`src/shared/cim_pkg.sv`:
```
package cim_pkg;
  // function codes held in a binding register
  localparam logic [3:0] FN_NONE = 4'h0;
  localparam logic [3:0] FN_RUN_RST = 4'h1;
  localparam logic [3:0] FN_RESET = 4'h2;
  localparam logic [3:0] FN_HOLD = 4'h3;
  localparam logic [3:0] FN_ADVANCE = 4'h4;
  localparam logic [3:0] FN_FIXED = 4'h5;
  localparam logic [3:0] FN_MANUAL = 4'h6;
  localparam logic [3:0] FN_LOGIC = 4'h7;
  localparam logic [3:0] FN_PAT2 = 4'h8;
  localparam logic [3:0] FN_PAT3 = 4'h9;
  localparam logic [3:0] FN_PAT4 = 4'hA;
  localparam logic [3:0] FN_PAT5 = 4'hB;
  localparam int NUM_FUNCS = 12;
  // channel binding field
  localparam logic [1:0] CH_ONE = 2'h1;
  localparam logic [1:0] CH_TWO = 2'h2;
  localparam logic [1:0] CH_BOTH = 2'h3;
  localparam int NUM_INPUTS = 10;
  localparam int OPT_FIRST = 4;
  localparam int PAT_LOW = 4;
  localparam int PAT_HIGH = 7;
  // register byte offsets
  localparam logic [7:0] OFF_BIND0 = 8'h00;
  localparam logic [7:0] OFF_CTRL = 8'h28;
  localparam logic [7:0] OFF_STATUS = 8'h2C;
  localparam logic [7:0] OFF_ACTION = 8'h30;
  localparam logic [7:0] OFF_LOCK = 8'h34;
  // field positions
  localparam int BIND_FUNC_LSB = 0;
  localparam int BIND_CHAN_LSB = 4;
  localparam int CTRL_OPTION = 0;
  localparam int CTRL_DUAL = 1;
  localparam int CTRL_INDICATOR = 2;
  localparam int ACT_CH2_LSB = 16;
  localparam logic [2:0] CTRL_RESET = 3'h0;
  localparam logic [1:0] HTRANS_NONSEQ = 2'h2;
  localparam logic HRESP_OKAY = 1'b0;
  // pattern numbers
  localparam logic [4:0] PAT_OPEN_NO = 5'h01;
  localparam logic [4:0] PAT_MAX2 = 5'h03;
  localparam logic [4:0] PAT_MAX3 = 5'h07;
  localparam logic [4:0] PAT_MAX4 = 5'h0F;
  localparam logic [4:0] PAT_MAX5 = 5'h14;
  // contact stability time
  localparam int STABLE_TIME_MS = 1000;
  localparam int CLK_FREQ_MHZ = 250;
  localparam int STABLE_CYCLES = STABLE_TIME_MS * 1000 * CLK_FREQ_MHZ;

  typedef struct packed {
    logic [1:0] chan;
    logic [3:0] func;
  } bind_t;

  typedef struct packed {
    logic run;
    logic force_reset;
    logic hold;
    logic advance;
    logic fixed_value;
    logic manual;
    logic pattern_valid;
    logic [4:0] pattern_no;
  } chan_act_t;

  localparam bind_t BIND_RUN = '{chan: CH_ONE, func: FN_RUN_RST};
  localparam bind_t BIND_FREE = '{chan: CH_ONE, func: FN_NONE};

  function automatic logic [2:0] pat_bits(input logic [3:0] f);
    unique case (f)
      FN_PAT2: pat_bits = 3'h2;
      FN_PAT3: pat_bits = 3'h3;
      FN_PAT4: pat_bits = 3'h4;
      FN_PAT5: pat_bits = 3'h5;
      default: pat_bits = 3'h0;
    endcase
  endfunction : pat_bits

  function automatic logic [4:0] pat_max(input logic [3:0] f);
    unique case (f)
      FN_PAT2: pat_max = PAT_MAX2;
      FN_PAT3: pat_max = PAT_MAX3;
      FN_PAT4: pat_max = PAT_MAX4;
      default: pat_max = PAT_MAX5;
    endcase
  endfunction : pat_max
endpackage : cim_pkg

```
`src/logic/contact_filter.sv`:
```
`timescale 1ns/10ps
module contact_filter
  import cim_pkg::*;
#(
  parameter int STABLE = STABLE_CYCLES
)
(
  input wire logic sys_clk,
  input wire logic rst,
  input wire logic pin,
  output logic level
);
  localparam logic [27:0] LAST = 28'(STABLE - 1);
  logic [2:0] sync_q;
  logic [27:0] cnt_q;
  logic level_q;
  wire agree = sync_q[1] == sync_q[2];
  wire differs = sync_q[2] != level_q;

  assign level = level_q;

  always_ff @(posedge sys_clk)
  begin
    if (rst)
    begin
      sync_q <= 3'h0;
      cnt_q <= 28'h0000000;
      level_q <= 1'b0;
    end
    else
    begin
      sync_q <= {sync_q[1:0], pin};
      if (!agree || !differs)
        cnt_q <= 28'h0000000;
      else if (cnt_q == LAST)
      begin
        level_q <= sync_q[2];
        cnt_q <= 28'h0000000;
      end
      else
        cnt_q <= cnt_q + 28'h0000001;
    end
  end

  stable_change_a: assert property (
    @(posedge sys_clk) disable iff (rst)
    $changed(level_q) |-> $past(cnt_q) == LAST)
    else $error("filtered level changed before stable time");
endmodule : contact_filter

```
`src/logic/pattern_number.sv`:
```
`timescale 1ns/10ps
module pattern_number
  import cim_pkg::*;
(
  input wire logic [4:0] bits,
  input wire logic [3:0] func,
  output logic [4:0] number
);
  wire [2:0] width = pat_bits(func);
  wire [4:0] mask = 5'((6'h01 << width) - 6'h01);
  wire [4:0] raw = bits & mask;
  wire [4:0] top = pat_max(func);

  // open inputs select the first pattern
  assign number = (raw == 5'h00) ? PAT_OPEN_NO :
                  (raw > top) ? top : raw;
endmodule : pattern_number

```
`src/logic/contact_input_function_mapper.sv`:
```
// Notes on behaviour
// - input one always drives run/reset toggle
// - inputs two to ten selectable; five-ten optional
// - dual loop binds channel one, two, both
// - two/three-bit pattern only on five, eight
// - four/five-bit pattern only on five
// - run/reset edge toggled, never inhibited
// - forced reset follows input level
// - hold pauses control while input active
// - advance on activation, ignored during hold
// - fixed-value mode while input active
// - manual while active, ignored during autotuning
// - logic operand passes input, no channel
// - pattern select level, ignored in fixed mode
// - inhibiting condition suppresses the function
// - level functions follow filtered input exactly
// - edge functions act on each activation: run toggles, advance pulses unless hold is active
// - state must stay one second to count
// - bound functions locked from front panel
// - duplicates: lowest numbered input wins
// - pattern binding clears consumed higher inputs
// - unbinding keeps action, except logic operand and pattern valid
// - binary pattern number, open means one
`timescale 1ns/10ps
module contact_input_function_mapper
  import cim_pkg::*;
#(
  parameter int STABLE = STABLE_CYCLES
)
(
  input wire logic sys_clk,
  input wire logic rst,
  input wire logic hsel,
  input wire logic [31:0] haddr,
  input wire logic [1:0] htrans,
  input wire logic hwrite,
  input wire logic [2:0] hsize,
  input wire logic [31:0] hwdata,
  input wire logic hready,
  output logic hreadyout,
  output logic hresp,
  output logic [31:0] hrdata,
  input wire logic [NUM_INPUTS-1:0] contact_input,
  input wire logic autotuning,
  input wire logic fixed_mode_panel,
  output chan_act_t channel_one,
  output chan_act_t channel_two,
  output logic [NUM_INPUTS-1:0] logic_operand,
  output logic [NUM_FUNCS-1:0] panel_lock_one,
  output logic [NUM_FUNCS-1:0] panel_lock_two
);
  function automatic logic [9:0] first_hot(input logic [9:0] v);
    first_hot = v & (~v + 10'h001);
  endfunction : first_hot

  function automatic logic covers(input logic [1:0] c, input int ch);
    covers = (ch == 0) ? c[0] : c[1];
  endfunction : covers

  bind_t bind_q [NUM_INPUTS];
  bind_t bind_d [NUM_INPUTS];
  logic [2:0] ctrl_q;
  logic [NUM_INPUTS-1:0] filt;
  logic [NUM_INPUTS-1:0] filt_q;
  logic [7:0] addr_q;
  logic wr_q;
  logic rd_q;
  logic rd_done_q;
  logic [31:0] rdata_q;
  chan_act_t act_q [2];
  logic [NUM_FUNCS-1:0] lock_q [2];
  logic [NUM_INPUTS-1:0] operand_q;

  // contact conditioning
  genvar gi;
  generate
    for (gi = 0; gi < NUM_INPUTS; gi++)
    begin : g_filt
      contact_filter #(.STABLE(STABLE)) u_filt (
        .sys_clk(sys_clk),
        .rst(rst),
        .pin(contact_input[gi]),
        .level(filt[gi])
      );
    end
  endgenerate

  wire option_fitted = ctrl_q[CTRL_OPTION];
  wire dual_loop = ctrl_q[CTRL_DUAL];
  wire external_select_indicator = ctrl_q[CTRL_INDICATOR];
  // optional inputs vanish when not fitted
  wire [NUM_INPUTS-1:0] present = option_fitted ? 10'h3FF : 10'h00F;

  // bus address phase and write decode
  wire take = hsel && hready && (htrans == HTRANS_NONSEQ);
  wire in_bind = addr_q < OFF_CTRL;
  wire [3:0] wr_idx = addr_q[5:2];
  wire [3:0] wr_func = hwdata[BIND_FUNC_LSB +: 4];
  wire [1:0] wr_chan_raw = hwdata[BIND_CHAN_LSB +: 2];
  // single loop and empty field fall back to channel one
  wire [1:0] wr_chan = (!dual_loop || wr_chan_raw == 2'h0) ? CH_ONE
                       : wr_chan_raw;
  wire wr_pat = pat_bits(wr_func) != 3'h0;
  // pattern selects only at their base inputs
  wire pat_ok = !wr_pat ||
                (wr_idx == 4'(PAT_LOW)) ||
                (wr_idx == 4'(PAT_HIGH) &&
                 (wr_func == FN_PAT2 || wr_func == FN_PAT3));
  wire bind_wr = wr_q && in_bind && (wr_idx != 4'h0) &&
                 (wr_idx < 4'(NUM_INPUTS)) && (wr_func <= FN_PAT5) &&
                 pat_ok && (option_fitted || wr_idx < 4'(OPT_FIRST));
  wire ctrl_wr = wr_q && (addr_q == OFF_CTRL);

  always_comb
  begin
    for (int i = 0; i < NUM_INPUTS; i++)
    begin
      bind_d[i] = bind_q[i];
      if (bind_wr && wr_idx == 4'(i))
      begin
        bind_d[i].func = wr_func;
        bind_d[i].chan = wr_chan;
      end
      // inputs consumed as pattern bits lose their function
      if (bind_wr && wr_pat && (4'(i) > wr_idx) &&
          (4'(i) < wr_idx + 4'(pat_bits(wr_func))))
        bind_d[i].func = FN_NONE;
    end
  end

  always_ff @(posedge sys_clk)
  begin
    if (rst)
    begin
      for (int i = 0; i < NUM_INPUTS; i++)
        bind_q[i] <= (i == 0) ? BIND_RUN : BIND_FREE;
      ctrl_q <= CTRL_RESET;
    end
    else
    begin
      bind_q <= bind_d;
      if (ctrl_wr)
        ctrl_q <= hwdata[2:0];
    end
  end

  // reads take one wait state so a just-written value is seen
  wire [3:0] rd_idx = addr_q[5:2];
  bind_t rd_bind;
  assign rd_bind = bind_q[rd_idx < 4'(NUM_INPUTS) ? rd_idx : 4'h0];
  wire [31:0] act_word = {4'h0, act_q[1], 4'h0, act_q[0]};
  wire [31:0] rd_mux =
    (in_bind && rd_idx < 4'(NUM_INPUTS)) ? {26'h0, rd_bind} :
    (addr_q == OFF_CTRL) ? {29'h0, ctrl_q} :
    (addr_q == OFF_STATUS) ? {22'h0, filt_q} :
    (addr_q == OFF_ACTION) ? act_word :
    (addr_q == OFF_LOCK) ? {4'h0, lock_q[1], 4'h0, lock_q[0]} :
    32'h00000000;

  always_ff @(posedge sys_clk)
  begin
    if (rst)
    begin
      addr_q <= 8'h00;
      wr_q <= 1'b0;
      rd_q <= 1'b0;
      rd_done_q <= 1'b0;
      rdata_q <= 32'h00000000;
    end
    else
    begin
      if (hreadyout)
      begin
        // high address bits set: park on an unmapped offset, no aliasing
        addr_q <= (haddr[31:8] == 24'h000000) ? haddr[7:0] : 8'hFF;
        wr_q <= take && hwrite;
        rd_q <= take && !hwrite;
        rd_done_q <= 1'b0;
      end
      else
      begin
        rdata_q <= rd_mux;
        rd_done_q <= 1'b1;
      end
    end
  end

  assign hreadyout = !(rd_q && !rd_done_q);
  assign hresp = HRESP_OKAY;
  assign hrdata = rdata_q;

  // binding matches per channel and function
  logic [9:0] match [2][NUM_FUNCS];
  always_comb
  begin
    for (int c = 0; c < 2; c++)
      for (int f = 0; f < NUM_FUNCS; f++)
        for (int i = 0; i < NUM_INPUTS; i++)
          match[c][f][i] = present[i] && bind_q[i].func == 4'(f) &&
                           (f == 7 || covers(bind_q[i].chan, c));
  end

  // logic operand stops at once when unbound
  wire [9:0] operand_d;
  generate
    for (gi = 0; gi < NUM_INPUTS; gi++)
    begin : g_oper
      assign operand_d[gi] = match[0][7][gi] & filt[gi];
    end
  endgenerate

  genvar gc;
  generate
    for (gc = 0; gc < 2; gc++)
    begin : g_chan
      // only the lowest numbered input counts
      wire [9:0] own_run = first_hot(match[gc][1]);
      wire [9:0] own_rst = first_hot(match[gc][2]);
      wire [9:0] own_hold = first_hot(match[gc][3]);
      wire [9:0] own_step = first_hot(match[gc][4]);
      wire [9:0] own_fix = first_hot(match[gc][5]);
      wire [9:0] own_man = first_hot(match[gc][6]);
      wire [9:0] pat_any = match[gc][8] | match[gc][9] |
                           match[gc][10] | match[gc][11];
      wire [9:0] own_pat = first_hot(pat_any);
      wire run_rise = |(own_run & filt & ~filt_q);
      wire step_rise = |(own_step & filt & ~filt_q);
      wire [3:0] pat_func = own_pat[PAT_LOW] ? bind_q[PAT_LOW].func
                            : bind_q[PAT_HIGH].func;
      wire [4:0] pat_raw = own_pat[PAT_LOW] ? filt[8:4]
                           : {2'h0, filt[9:7]};
      wire [4:0] pat_no;
      wire fix_now = act_q[gc].fixed_value || fixed_mode_panel;
      chan_act_t nxt;

      pattern_number u_pat (
        .bits(pat_raw),
        .func(pat_func),
        .number(pat_no)
      );

      always_comb
      begin
        nxt = act_q[gc];
        if (run_rise)
          nxt.run = !act_q[gc].run;
        if (|own_rst)
          nxt.force_reset = |(own_rst & filt);
        if (|own_hold)
          nxt.hold = |(own_hold & filt);
        if (|own_fix)
          nxt.fixed_value = |(own_fix & filt);
        if (|own_man)
          nxt.manual = |(own_man & filt);
        nxt.advance = step_rise && !act_q[gc].hold;
        // pattern only with indicator lit, not fixed
        nxt.pattern_valid = (|own_pat) && external_select_indicator &&
                            !fix_now;
        nxt.pattern_no = (|own_pat) ? pat_no : act_q[gc].pattern_no;
      end

      always_ff @(posedge sys_clk)
      begin
        if (rst)
        begin
          act_q[gc] <= '0;
          lock_q[gc] <= '0;
        end
        else
        begin
          act_q[gc] <= nxt;
          // panel locked out of every bound function
          for (int f = 1; f < NUM_FUNCS; f++)
            lock_q[gc][f] <= |match[gc][f];
        end
      end
    end
  endgenerate

  always_ff @(posedge sys_clk)
  begin
    if (rst)
    begin
      filt_q <= '0;
      operand_q <= '0;
    end
    else
    begin
      filt_q <= filt;
      operand_q <= operand_d;
    end
  end

  always_comb
  begin
    channel_one = act_q[0];
    channel_two = act_q[1];
    channel_one.manual = act_q[0].manual && !autotuning;
    channel_two.manual = act_q[1].manual && !autotuning;
  end
  assign logic_operand = operand_q;
  assign panel_lock_one = lock_q[0];
  assign panel_lock_two = lock_q[1];

  run_fixed_a: assert property (
    @(posedge sys_clk) disable iff (rst)
    bind_q[0] == BIND_RUN)
    else $error("input one lost its run binding");

  pat_place_a: assert property (
    @(posedge sys_clk) disable iff (rst)
    bind_wr && wr_pat |-> wr_idx == 4'(PAT_LOW) || wr_idx == 4'(PAT_HIGH))
    else $error("pattern select accepted at wrong input");

  pat_five_a: assert property (
    @(posedge sys_clk) disable iff (rst)
    bind_q[PAT_HIGH].func != FN_PAT4 && bind_q[PAT_HIGH].func != FN_PAT5)
    else $error("wide pattern select at input eight");

  run_toggle_a: assert property (
    @(posedge sys_clk) disable iff (rst)
    g_chan[0].run_rise |=> act_q[0].run != $past(act_q[0].run))
    else $error("run did not toggle on activation");

  step_hold_a: assert property (
    @(posedge sys_clk) disable iff (rst)
    act_q[0].hold && !$past(rst) |=> !act_q[0].advance)
    else $error("advance issued during hold");

  man_at_a: assert property (
    @(posedge sys_clk) disable iff (rst)
    autotuning |-> !channel_one.manual && !channel_two.manual)
    else $error("manual output while autotuning");

  pat_fix_a: assert property (
    @(posedge sys_clk) disable iff (rst)
    act_q[0].fixed_value ##1 act_q[0].fixed_value
    |-> !act_q[0].pattern_valid)
    else $error("pattern select honoured in fixed mode");

  operand_stop_a: assert property (
    @(posedge sys_clk) disable iff (rst)
    !match[0][7][3] |=> !logic_operand[3])
    else $error("logic operand kept after unbinding");

  consumed_clear_a: assert property (
    @(posedge sys_clk) disable iff (rst)
    bind_wr && wr_idx == 4'(PAT_LOW) && wr_func == FN_PAT5
    |=> bind_q[8].func == FN_NONE && bind_q[5].func == FN_NONE)
    else $error("consumed pattern inputs kept their function");

  number_range_a: assert property (
    @(posedge sys_clk) disable iff (rst)
    g_chan[0].pat_no != 5'h00 && g_chan[0].pat_no <= PAT_MAX5)
    else $error("pattern number out of range");
endmodule : contact_input_function_mapper

```
`config.mk`:
```
export PLATFORM = sky130hd
export DESIGN_NAME = contact_input_function_mapper
export DESIGN_NICKNAME = d
export VERILOG_FILES = /design/src/shared/cim_pkg.sv /design/src/logic/contact_filter.sv /design/src/logic/pattern_number.sv /design/src/logic/contact_input_function_mapper.sv
export SDC_FILE = /design/constraint.sdc
export NUM_CORES = 1
export LEC_CHECK = 0
export ABC_AREA = 1
export BUFFER_PORTS_ARGS = -buffer_cell sky130_fd_sc_hd__buf_4
export CAP_MARGIN = 15
export CORE_MARGIN = 1.5
export CORE_UTILIZATION = 55
export DETAILED_ROUTE_END_ITERATION = 10
export MAX_ROUTING_LAYER = met4
export PLACE_DENSITY_LB_ADDON = 0.05
export SYNTH_ARGS = -nofsm -noshare
export SYNTH_HDL_FRONTEND = slang
export SYNTH_SLANG_ARGS = --single-unit
export TNS_END_PERCENT = 100
```
`constraint.sdc`:
```
create_clock -name sys_clk -period 2.7 [get_ports sys_clk]
set_input_delay 0.405 -clock sys_clk [delete_from_list [all_inputs] [get_ports sys_clk]]
set_output_delay 0.405 -clock sys_clk [all_outputs]
set_load 0.02 [all_outputs]
```
==> summary.md, run 1 <==
| Metric | Value |
|---|---|
| Period utilisation layout | `1.11` |
| Port Buffers | `137` |
| CTS Root Cell | `clkbuf_16` |
| Max VDD drop | `0.626 mV` |
| Gr ovfl total | `0` |
| Most common cell after layout, fill and taps aside | `nand2_1` |
| Async set-reset flop share out of synthesis | `0` |
| DR iter-0 viols | `2,696` |
| Final Max Slew Viols | `0` |
| Yosys warnings | `0` |
| Period minus WS final | `2.99 ns` |
| Finish-stage setup viols | `10` |
| Flop-to-flop setup slack | `-0.29 ns` |
| Pin count of the biggest net entering global routing | `48` |
| Layout overhead on the synthesized area | `20.3%` |
| Most frequent cells in the layout | `nand2_1, inv_1, nor2_1` |
| Worst clock skew | `0.0329 ns` |
| Drt drc | `0` |
| GRT Overall Usage | `0.364` |
| Number of global-route vias before repair | `25,600` |
| Filler Cells Inserted | `about 4,100` |
| Cts bufs inserted | `between 40 and 50` |
| CP endpoint kind | `flop` |
| Met1 Usage GRT | `0.450` |
| M3 GR Usage | `0.0564` |
| Max Cap Viol | `0` |
| Fmax | `334 MHz` |
| Crit path max fanout | `5` |
| Vias | `27,300` |
| Status | `complete, but fails checks` |
| H-tree depth | `2` |
| DR vias/cell | `5.70` |
| TritonCTS clock tree | `built` |
| Slew headroom | `0.339` |
| Worst setup margin | `-0.295 ns` |
| Routed len/inst | `between 15 and 20 um` |
| Placed Area | `28,700 um2` |
| Final instance area | `31,200 um2` |
| Initial core utilization | `0.557` |
| HP Class | `input port to flop` |
| # rows | `79` |
| Register area | `a little under 10,000 um2` |
| Final Hold Viols | `0` |
| First-pass GRT wire length | `about 130,000 um` |
| Crit Path Category | `flop to flop` |
| Die W | `220 um` |
| Post-DP HPWL | `66,900 um` |
| Worst skew pair latency | `0.63 ns` |
| Chip height | `approximately 220 um` |
| Fraction of layout cells with a size suffix above 1 | `0.171` |
| Crit path arrival time | `3.53 ns` |
| Die ar. | `48,500 um2` |
| Synth unique cells | `between 70 and 80` |
| Post-synth EDFFs | `0` |
| Area of the multi-input gates | `14,000 um2` |
| Failing checks | `setup timing` |
| Layout Nets | `4,253` |
| Part of the Yosys area used for sequential elements | `0.373` |
| Clock Pin Slew Worst Setup and Hold Paths | `0.06 ns` |
| Pre-antenna DRT Iters | `9` |
| Floorplan core area | `46,600 um2` |
| Worst setup SP type | `flop` |
| GR peak layer | `met2` |
| Synthesized cell area | `25,900 um2` |
| Synth Flop Type | `dfxtp_1` |
| TritonCTS Sinks | `483` |
| Mean Syn Cell Area | `approximately 6.8 um2` |
| Initial antenna violation count | `0` |
| FF+latch count, synth | `483` |
| I/O pin count | `178` |
| GPL Wtd Cong | `1.10` |
| Pleak | `around 12 nW` |
| Worst-Margin Slew | `0.991 ns` |
| Mapped Cells | `roughly 3,800` |
| Worst EP required | `3.24 ns` |
| RSZ-0062 raised after global routing | `yes` |
| Final wirelength | `87,200 um` |
| Post-Route Setup TNS | `-2.28 ns` |
| Pwr/cell area | `472 nW/um2` |
| Maximum clock insertion buffer count | `3` |
| DRT antenna net count | `0` |
| Grt met2 use | `0.578` |
==> path summary, 6_finish.rpt <==
check / startpoint / endpoint / depth (start not counted)
max: bind_q[33] / act_q[1][2] / 24
min: contact_input[0] / g_filt[0].u_filt.sync_q[0] / 3
max reg2reg: bind_q[33] / act_q[1][2] / 24
min reg2reg: g_filt[6].u_filt.sync_q[0] / g_filt[6].u_filt.sync_q[1] / 2
==> power by group <==
| part | leakage, nW | switching [W] | internal [W] |
|---|---|---|---|
| Sequential | 3.90 | 0.0000230 | 0.00715 |
| Clock | 0.823 | 0.00301 | 0.00408 |
| Combinational | 7.75 | 0.000306 | 0.000163 |
| Total | 12.5 | 0.00333 | 0.0114 |
==> timing repair <==
item,CTS,global route
gates resized for setup,56,60
buffers inserted,30,18
hold buffers,5,0
hold endpoints to repair,5,0
pin swaps,40,47
cloned,1,0
endpoints found under the setup margin,10,12
==> per-layer routing <==
layer / vias up / wire (um)
met4: 0 / 4650
li1: 13200 / -
met5: - / 0
met2: 1206 / 39600
met1: 12600 / 35800
met3: 292 / 7180
==> synth_stat cells (8+ instances only) <==
| cell | n | area (um2) |
|---|---|---|
| clkbuf_1 | 65 | 244 |
| a21oi_1 | 238 | 1190 |
| nor3_1 | 153 | 766 |
| dfxtp_1 | 483 | 9670 |
| a211oi_1 | 11 | 82.6 |
| nand3_2 | 11 | 110 |
| a31oi_1 | 21 | 131 |
| buf_2 | 16 | 80.1 |
| nand3_1 | 268 | 1340 |
| o22ai_1 | 15 | 93.8 |
| ha_1 | 23 | 288 |
| and3_1 | 8 | 50.1 |
| o21a_1 | 11 | 82.6 |
| nor2_1 | 513 | 1930 |
| nor3_2 | 16 | 160 |
| o21ai_1 | 9 | 45.0 |
| nor4_1 | 69 | 432 |
| nand2_1 | 697 | 2620 |
| inv_2 | 15 | 56.3 |
| or2_2 | 25 | 156 |
| xor2_1 | 66 | 578 |
| xnor2_1 | 18 | 158 |
| nor2_2 | 41 | 257 |
| o211ai_1 | 21 | 158 |
| or2_0 | 8 | 50.1 |
| inv_1 | 539 | 2020 |
| o21ai_0 | 158 | 791 |
| nor3b_1 | 44 | 330 |
| buf_4 | 39 | 293 |
| a221oi_1 | 9 | 78.8 |
| o31ai_1 | 9 | 67.6 |
| nand2_2 | 18 | 113 |
| nand4_1 | 96 | 601 |
==> cells by family (layout without fill, tap and decap cells) <==
family | count (synthesis) | in the layout | synth area share
simple gates | 2008 | 2008 | 0.362
flops | 483 | 483 | 0.373
buf+inv | 682 | 1027 | 0.105
other cells | 1 | 12 | 0.000145
xor+xnor | 84 | 84 | 0.0284
compound gates | 542 | 543 | 0.119
fa+ha+maj | 24 | 24 | 0.0119
==> per-stage QoR <==
stage / total power [W] / setup WS [ns] / hold WS (ns) / utilization / instances
2_1_floorplan: 0.00759 / -0.0880 / 0.388 / - / 3834
3_3_place_gp: 0.00778 / -0.351 / 0.389 / 0.617 / 4650
3_5_place_dp: 0.00778 / -0.446 / 0.395 / 0.617 / 4650
4_1_cts: 0.0148 / -0.173 / 0.00493 / 0.663 / 4774
5_1_grt: 0.0151 / -0.446 / 0.0145 / 0.670 / 4787
6_report: 0.0147 / -0.295 / 0.0227 / 0.670 / 4788
==> flip-flops by register name, summed over array words and instances, names as in the netlist <==
name	count
g_filt.u_filt.cnt_q	280
bind_q	60
g_filt.u_filt.sync_q	30
act_q	24
hrdata	24
lock_q	21
filt_q	10
g_filt.u_filt.level	10
logic_operand	10
addr_q	8
ctrl_q	3
rd_done_q	1
rd_q	1
wr_q	1
==> cell type report <==
class / count / share of cell area
antenna: 1 / 0.0000802
timing repair buffer: 383 / 0.0949
tap: 607 / 0.0243
inverter: 556 / 0.0670
clock inverter: 20 / 0.00854
sequential: 483 / 0.310
multi-input combinational: 2670 / 0.449
clock buffer: 68 / 0.0454
==> critical path, stage by stage (launching register included) <==
cell and delay, ns:
dfxtp_2 0.34, inv_2 0.08, nor2_4 0.05, buf_4 0.14, nand3_4 0.07, nand2_4 0.08
buf_6 0.12, o21bai_4 0.20, nand2_2 0.10, nand2_4 0.10, nand2_2 0.06, nand2_2 0.07
inv_2 0.05, ha_4 0.26, nand2_2 0.04, inv_2 0.06, nand3_2 0.07, or2_4 0.24
a32oi_4 0.27, inv_2 0.10, o21ai_2 0.07, nand2_1 0.06, inv_1 0.05, nand3_1 0.07
a21oi_1 0.14
Note: power is estimated with default switching activity, not from simulation.
==> inputs of run 2 (changes only) <==
--- a/config.mk
+++ b/config.mk
@@ -5,7 +5,6 @@
 export SDC_FILE = /design/constraint.sdc
 export NUM_CORES = 1
 export LEC_CHECK = 0
-export ABC_AREA = 1
 export BUFFER_PORTS_ARGS = -buffer_cell sky130_fd_sc_hd__buf_4
 export CAP_MARGIN = 15
 export CORE_MARGIN = 1.5
==> run 2 against run 1 <==
Compared with the run above: the run still ends with setup timing left; sequential cell count unchanged; clock-buffer cell count increased by 4; global-route usage decreased by 0.22 points; cell count decreased by 18%; via count decreased by 12%.
==> summary.md, run 2 <==
| Metric | Value |
|---|---|
| Die ar. | `46,700 um2 (-3.6%)` |
| DR vias/cell | `6.11 (+7.2%)` |
| Synthesized cell area | `25,000 um2 (-3.6%)` |
| I/O pin count | `178 (unchanged)` |
| Layout overhead on the synthesized area | `19.2%` |
| First-pass GRT wire length | `129,000 um (-4.0%)` |
| Failing checks | `setup timing` |
| H-tree depth | `2 (unchanged)` |
| Hold Path Cell Cnt | `2 (-1)` |
| Yosys warnings | `0 (unchanged)` |
| Mapped Cells | `3,049 (-20%)` |
| Post-synth EDFFs | `0 (unchanged)` |
| Count leader, synth | `nor2_1` |
| Commonest cells post-synth | `nor2_1, dfxtp_1, nand2_1, xor2_1, nand3_1` |
| Worst R2R Start | `bind_q[44]` |
| Maximum clock insertion buffer count | `3 (unchanged)` |
| Status | `complete, but fails checks` |
| Routed len/inst | `21.4 um (+18%)` |
| Die W | `216 um (-1.8%)` |
| Crit path arrival time | `3.57 ns (+0.04 ns)` |
| Top flop regs | `g_filt.u_filt.cnt_q x280, bind_q x60, g_filt.u_filt.sync_q x30` |
| Part of the Yosys area used for sequential elements | `0.387 (+0.0140)` |
| CP endpoint kind | `flop` |
| Final instance area | `29,800 um2 (-4.5%)` |
| Cts bufs inserted | `52 (+6.1%)` |
| GRT Overall Usage | `0.362 (-0.00220)` |
| Vias | `24,000 (-12%)` |
| # rows | `77 (-2.5%)` |
| Crit Path Category | `flop to flop` |
| DRT antenna net count | `0 (unchanged)` |
| FF+latch count, synth | `483 (unchanged)` |
| Pin count of the biggest net entering global routing | `65 (+35%)` |
| Largest cells by area after synthesis | `dfxtp_1, nor2_1, xor2_1, nand2_1, xnor2_1` |
| Mean Syn Cell Area | `8.20 um2 (+21%)` |
| Synth top area share | `0.387 (+0.0140)` |
| GPL Wtd Cong | `1.06 (-3.4%)` |
| Post-DP HPWL | `62,200 um (-7.0%)` |
| Fmax | `326 MHz (-2.3%)` |
| Initial antenna violation count | `1 (+1)` |
| Crit path max fanout | `4 (-1)` |
| Worst clock skew | `0.0392 ns (+0.00636 ns)` |
| Fraction of layout cells with a size suffix above 1 | `0.165 (-0.00565)` |
| Max Cap Viol | `0 (unchanged)` |
| Hold Startpoint | `contact_input[8]` |
| Worst Hold Path EP | `g_filt[8].u_filt.sync_q[0]` |
| Pre-antenna DRT Iters | `7 (-2)` |
| Worst setup SP type | `flop` |
| Async set-reset flop share out of synthesis | `0 (unchanged)` |
| Most frequent cells in the layout | `nor2_1, dfxtp_1, buf_4` |
| Chip height | `216 um (-1.8%)` |
| TritonCTS Sinks | `483 (unchanged)` |
| Placed Area | `27,600 um2 (-3.9%)` |
| R2r endpoint | `act_q[1][1]` |
| Floorplan core area | `44,500 um2 (-4.4%)` |
| Flop-to-flop setup slack | `-0.36 ns (-0.07 ns)` |
| Worst-Margin Slew | `0.983 ns (-0.00805 ns)` |
| TritonCTS clock tree | `built` |
| Initial core utilization | `0.562 (+0.00444)` |
| Final Hold Viols | `0 (unchanged)` |
| Number of global-route vias before repair | `23,000 (-10%)` |
| Port Buffers | `137 (unchanged)` |
| Gr ovfl total | `0 (unchanged)` |
| Slew headroom | `0.345 (+0.00609)` |
| Final design utilization | `0.670 (-0.000678)` |
| Pwr/cell area | `503 nW/um2 (+6.5%)` |
| Pleak | `11.0 nW (-12%)` |
| Cell taking the most area after synthesis | `dfxtp_1` |
| Final wirelength | `84,100 um (-3.5%)` |
| Largest reg by FF count | `g_filt.u_filt.cnt_q` |
| Layout Nets | `3,398 (-20%)` |
| Antenna diodes | `0 (-1)` |
| Final Max Slew Viols | `0 (unchanged)` |
| Synth unique cells | `98 (+36%)` |
| Worst setup margin | `-0.364 ns (-0.0689 ns)` |
| CTS Root Cell | `clkbuf_16` |
| Number of flip-flops in the largest register | `280 (unchanged)` |
| Synth Flop Type | `dfxtp_1` |
| Finish-stage setup viols | `10 (unchanged)` |
| Clock Pin Slew Worst Setup and Hold Paths | `0.06 ns (about the same)` |
| DR iter-0 viols | `2,105 (-22%)` |
| Filler Cells Inserted | `3,704 (-9.3%)` |
| HP Class | `input port to flop` |
| Period minus WS final | `3.06 ns (+0.0689 ns)` |
| Max VDD drop | `0.551 mV (-12%)` |
| Worst skew pair latency | `0.62 ns (about the same)` |
| Period utilisation layout | `1.13 (+0.0255)` |
| Reg2reg path depth | `13 (-46%)` |
| Worst EP required | `3.20 ns (-0.04 ns)` |
| RSZ-0062 raised after global routing | `yes` |
| Drt drc | `0 (unchanged)` |
| Most common cell after layout, fill and taps aside | `nor2_1` |
run 2: final cells by class:
cell class                      instances  area (um2)  area share
Clock inverter                         24         307      0.0103
Timing Repair Buffer                  363        2910      0.0975
Tap cell                              592         741      0.0249
Multi-Input combinational cell       2335       14500       0.486
Sequential cell                       483        9680       0.325
Inverter                               53         199     0.00668
Clock buffer                           72        1500      0.0502
run 2: through the flow:
step | setup WS (ns) | power, W | setup TNS (ns) | hold WS, ns | instances
6_report | -0.364 | 0.0150 | -1.70 | 0.0235 | 3922
5_1_grt | -0.470 | 0.0154 | -3.01 | 0.0126 | 3922
4_1_cts | -0.364 | 0.0151 | -1.70 | 0.000158 | 3913
3_5_place_dp | -0.565 | 0.00773 | -3.46 | 0.427 | 3806
3_3_place_gp | -0.547 | 0.00772 | -2.77 | 0.417 | 3806
2_1_floorplan | -0.376 | 0.00756 | -0.866 | 0.413 | 3059
run 2: worst max path at each step:
| stage | cells after the start | to | slack [ns] | startpoint |
|---|---|---|---|---|
| after floorplan | 16 | act_q[1][1] | -0.38 | bind_q[38] |
| after global placement | 12 | act_q[1][1] | -0.55 | bind_q[38] |
| after detailed placement | 12 | act_q[1][1] | -0.56 | bind_q[38] |
| after CTS | 13 | act_q[1][1] | -0.36 | bind_q[38] |
| after global routing | 13 | act_q[1][1] | -0.47 | bind_q[38] |
| final | 13 | act_q[1][1] | -0.36 | bind_q[44] |
run 2: per-layer routing:
metal / up-vias / track usage / wire length (um)
li1: 11200 / - / -
met1: 11500 / 0.454 / 34700
met2: 1007 / 0.573 / 38700
met3: 259 / 0.0428 / 6170
met4: 0 / 0.189 / 4570
met5: - / - / 0
run 2: logic make-up after synthesis:
family                   count (synthesis)  synth area share
AND/OR/NAND/NOR                       1561             0.321
other                                    1          0.000150
XOR/XNOR                               244            0.0855
buffers and inverters                  241            0.0437
multiplexers                            99            0.0431
flip-flops                             483             0.387
adder cells (fa/ha/maj)                 24            0.0123
AO/OA/AOI/OAI                          396             0.107
run 2: report_power, final:
| group | internal, W | switching, W | leakage, nW | total, W |
|---|---|---|---|---|
| registers | 0.00716 | 0.0000267 | 3.90 | 0.00718 |
| logic | 0.000158 | 0.000244 | 6.18 | 0.000402 |
| clock network | 0.00438 | 0.00302 | 0.877 | 0.00740 |
| total | 0.0117 | 0.00329 | 11.0 | 0.0150 |
run 2: timing repair:
item | 4_1_cts | 5_1_grt
setup buffers | 7 | 10
hold buffers | 3 | 0
gates resized for setup | 18 | 37
hold endpoints to repair | 3 | 0
endpoints found under the setup margin | 11 | 13
pin swaps | 11 | 19
cloned | 1 | 0
run 2: critical path, cell delays in order, from the launching register on:
cell and delay [ns]:
dfxtp_2 0.33, nand3b_1 0.15, nand4_1 0.15, buf_6 0.16, nor2_4 0.22, mux2i_2 0.29, inv_1 0.10, ha_4 0.22
and4_1 0.20, a21oi_2 0.11, o31a_1 0.20, mux2_4 0.31, a221o_1 0.31, a32o_1 0.22
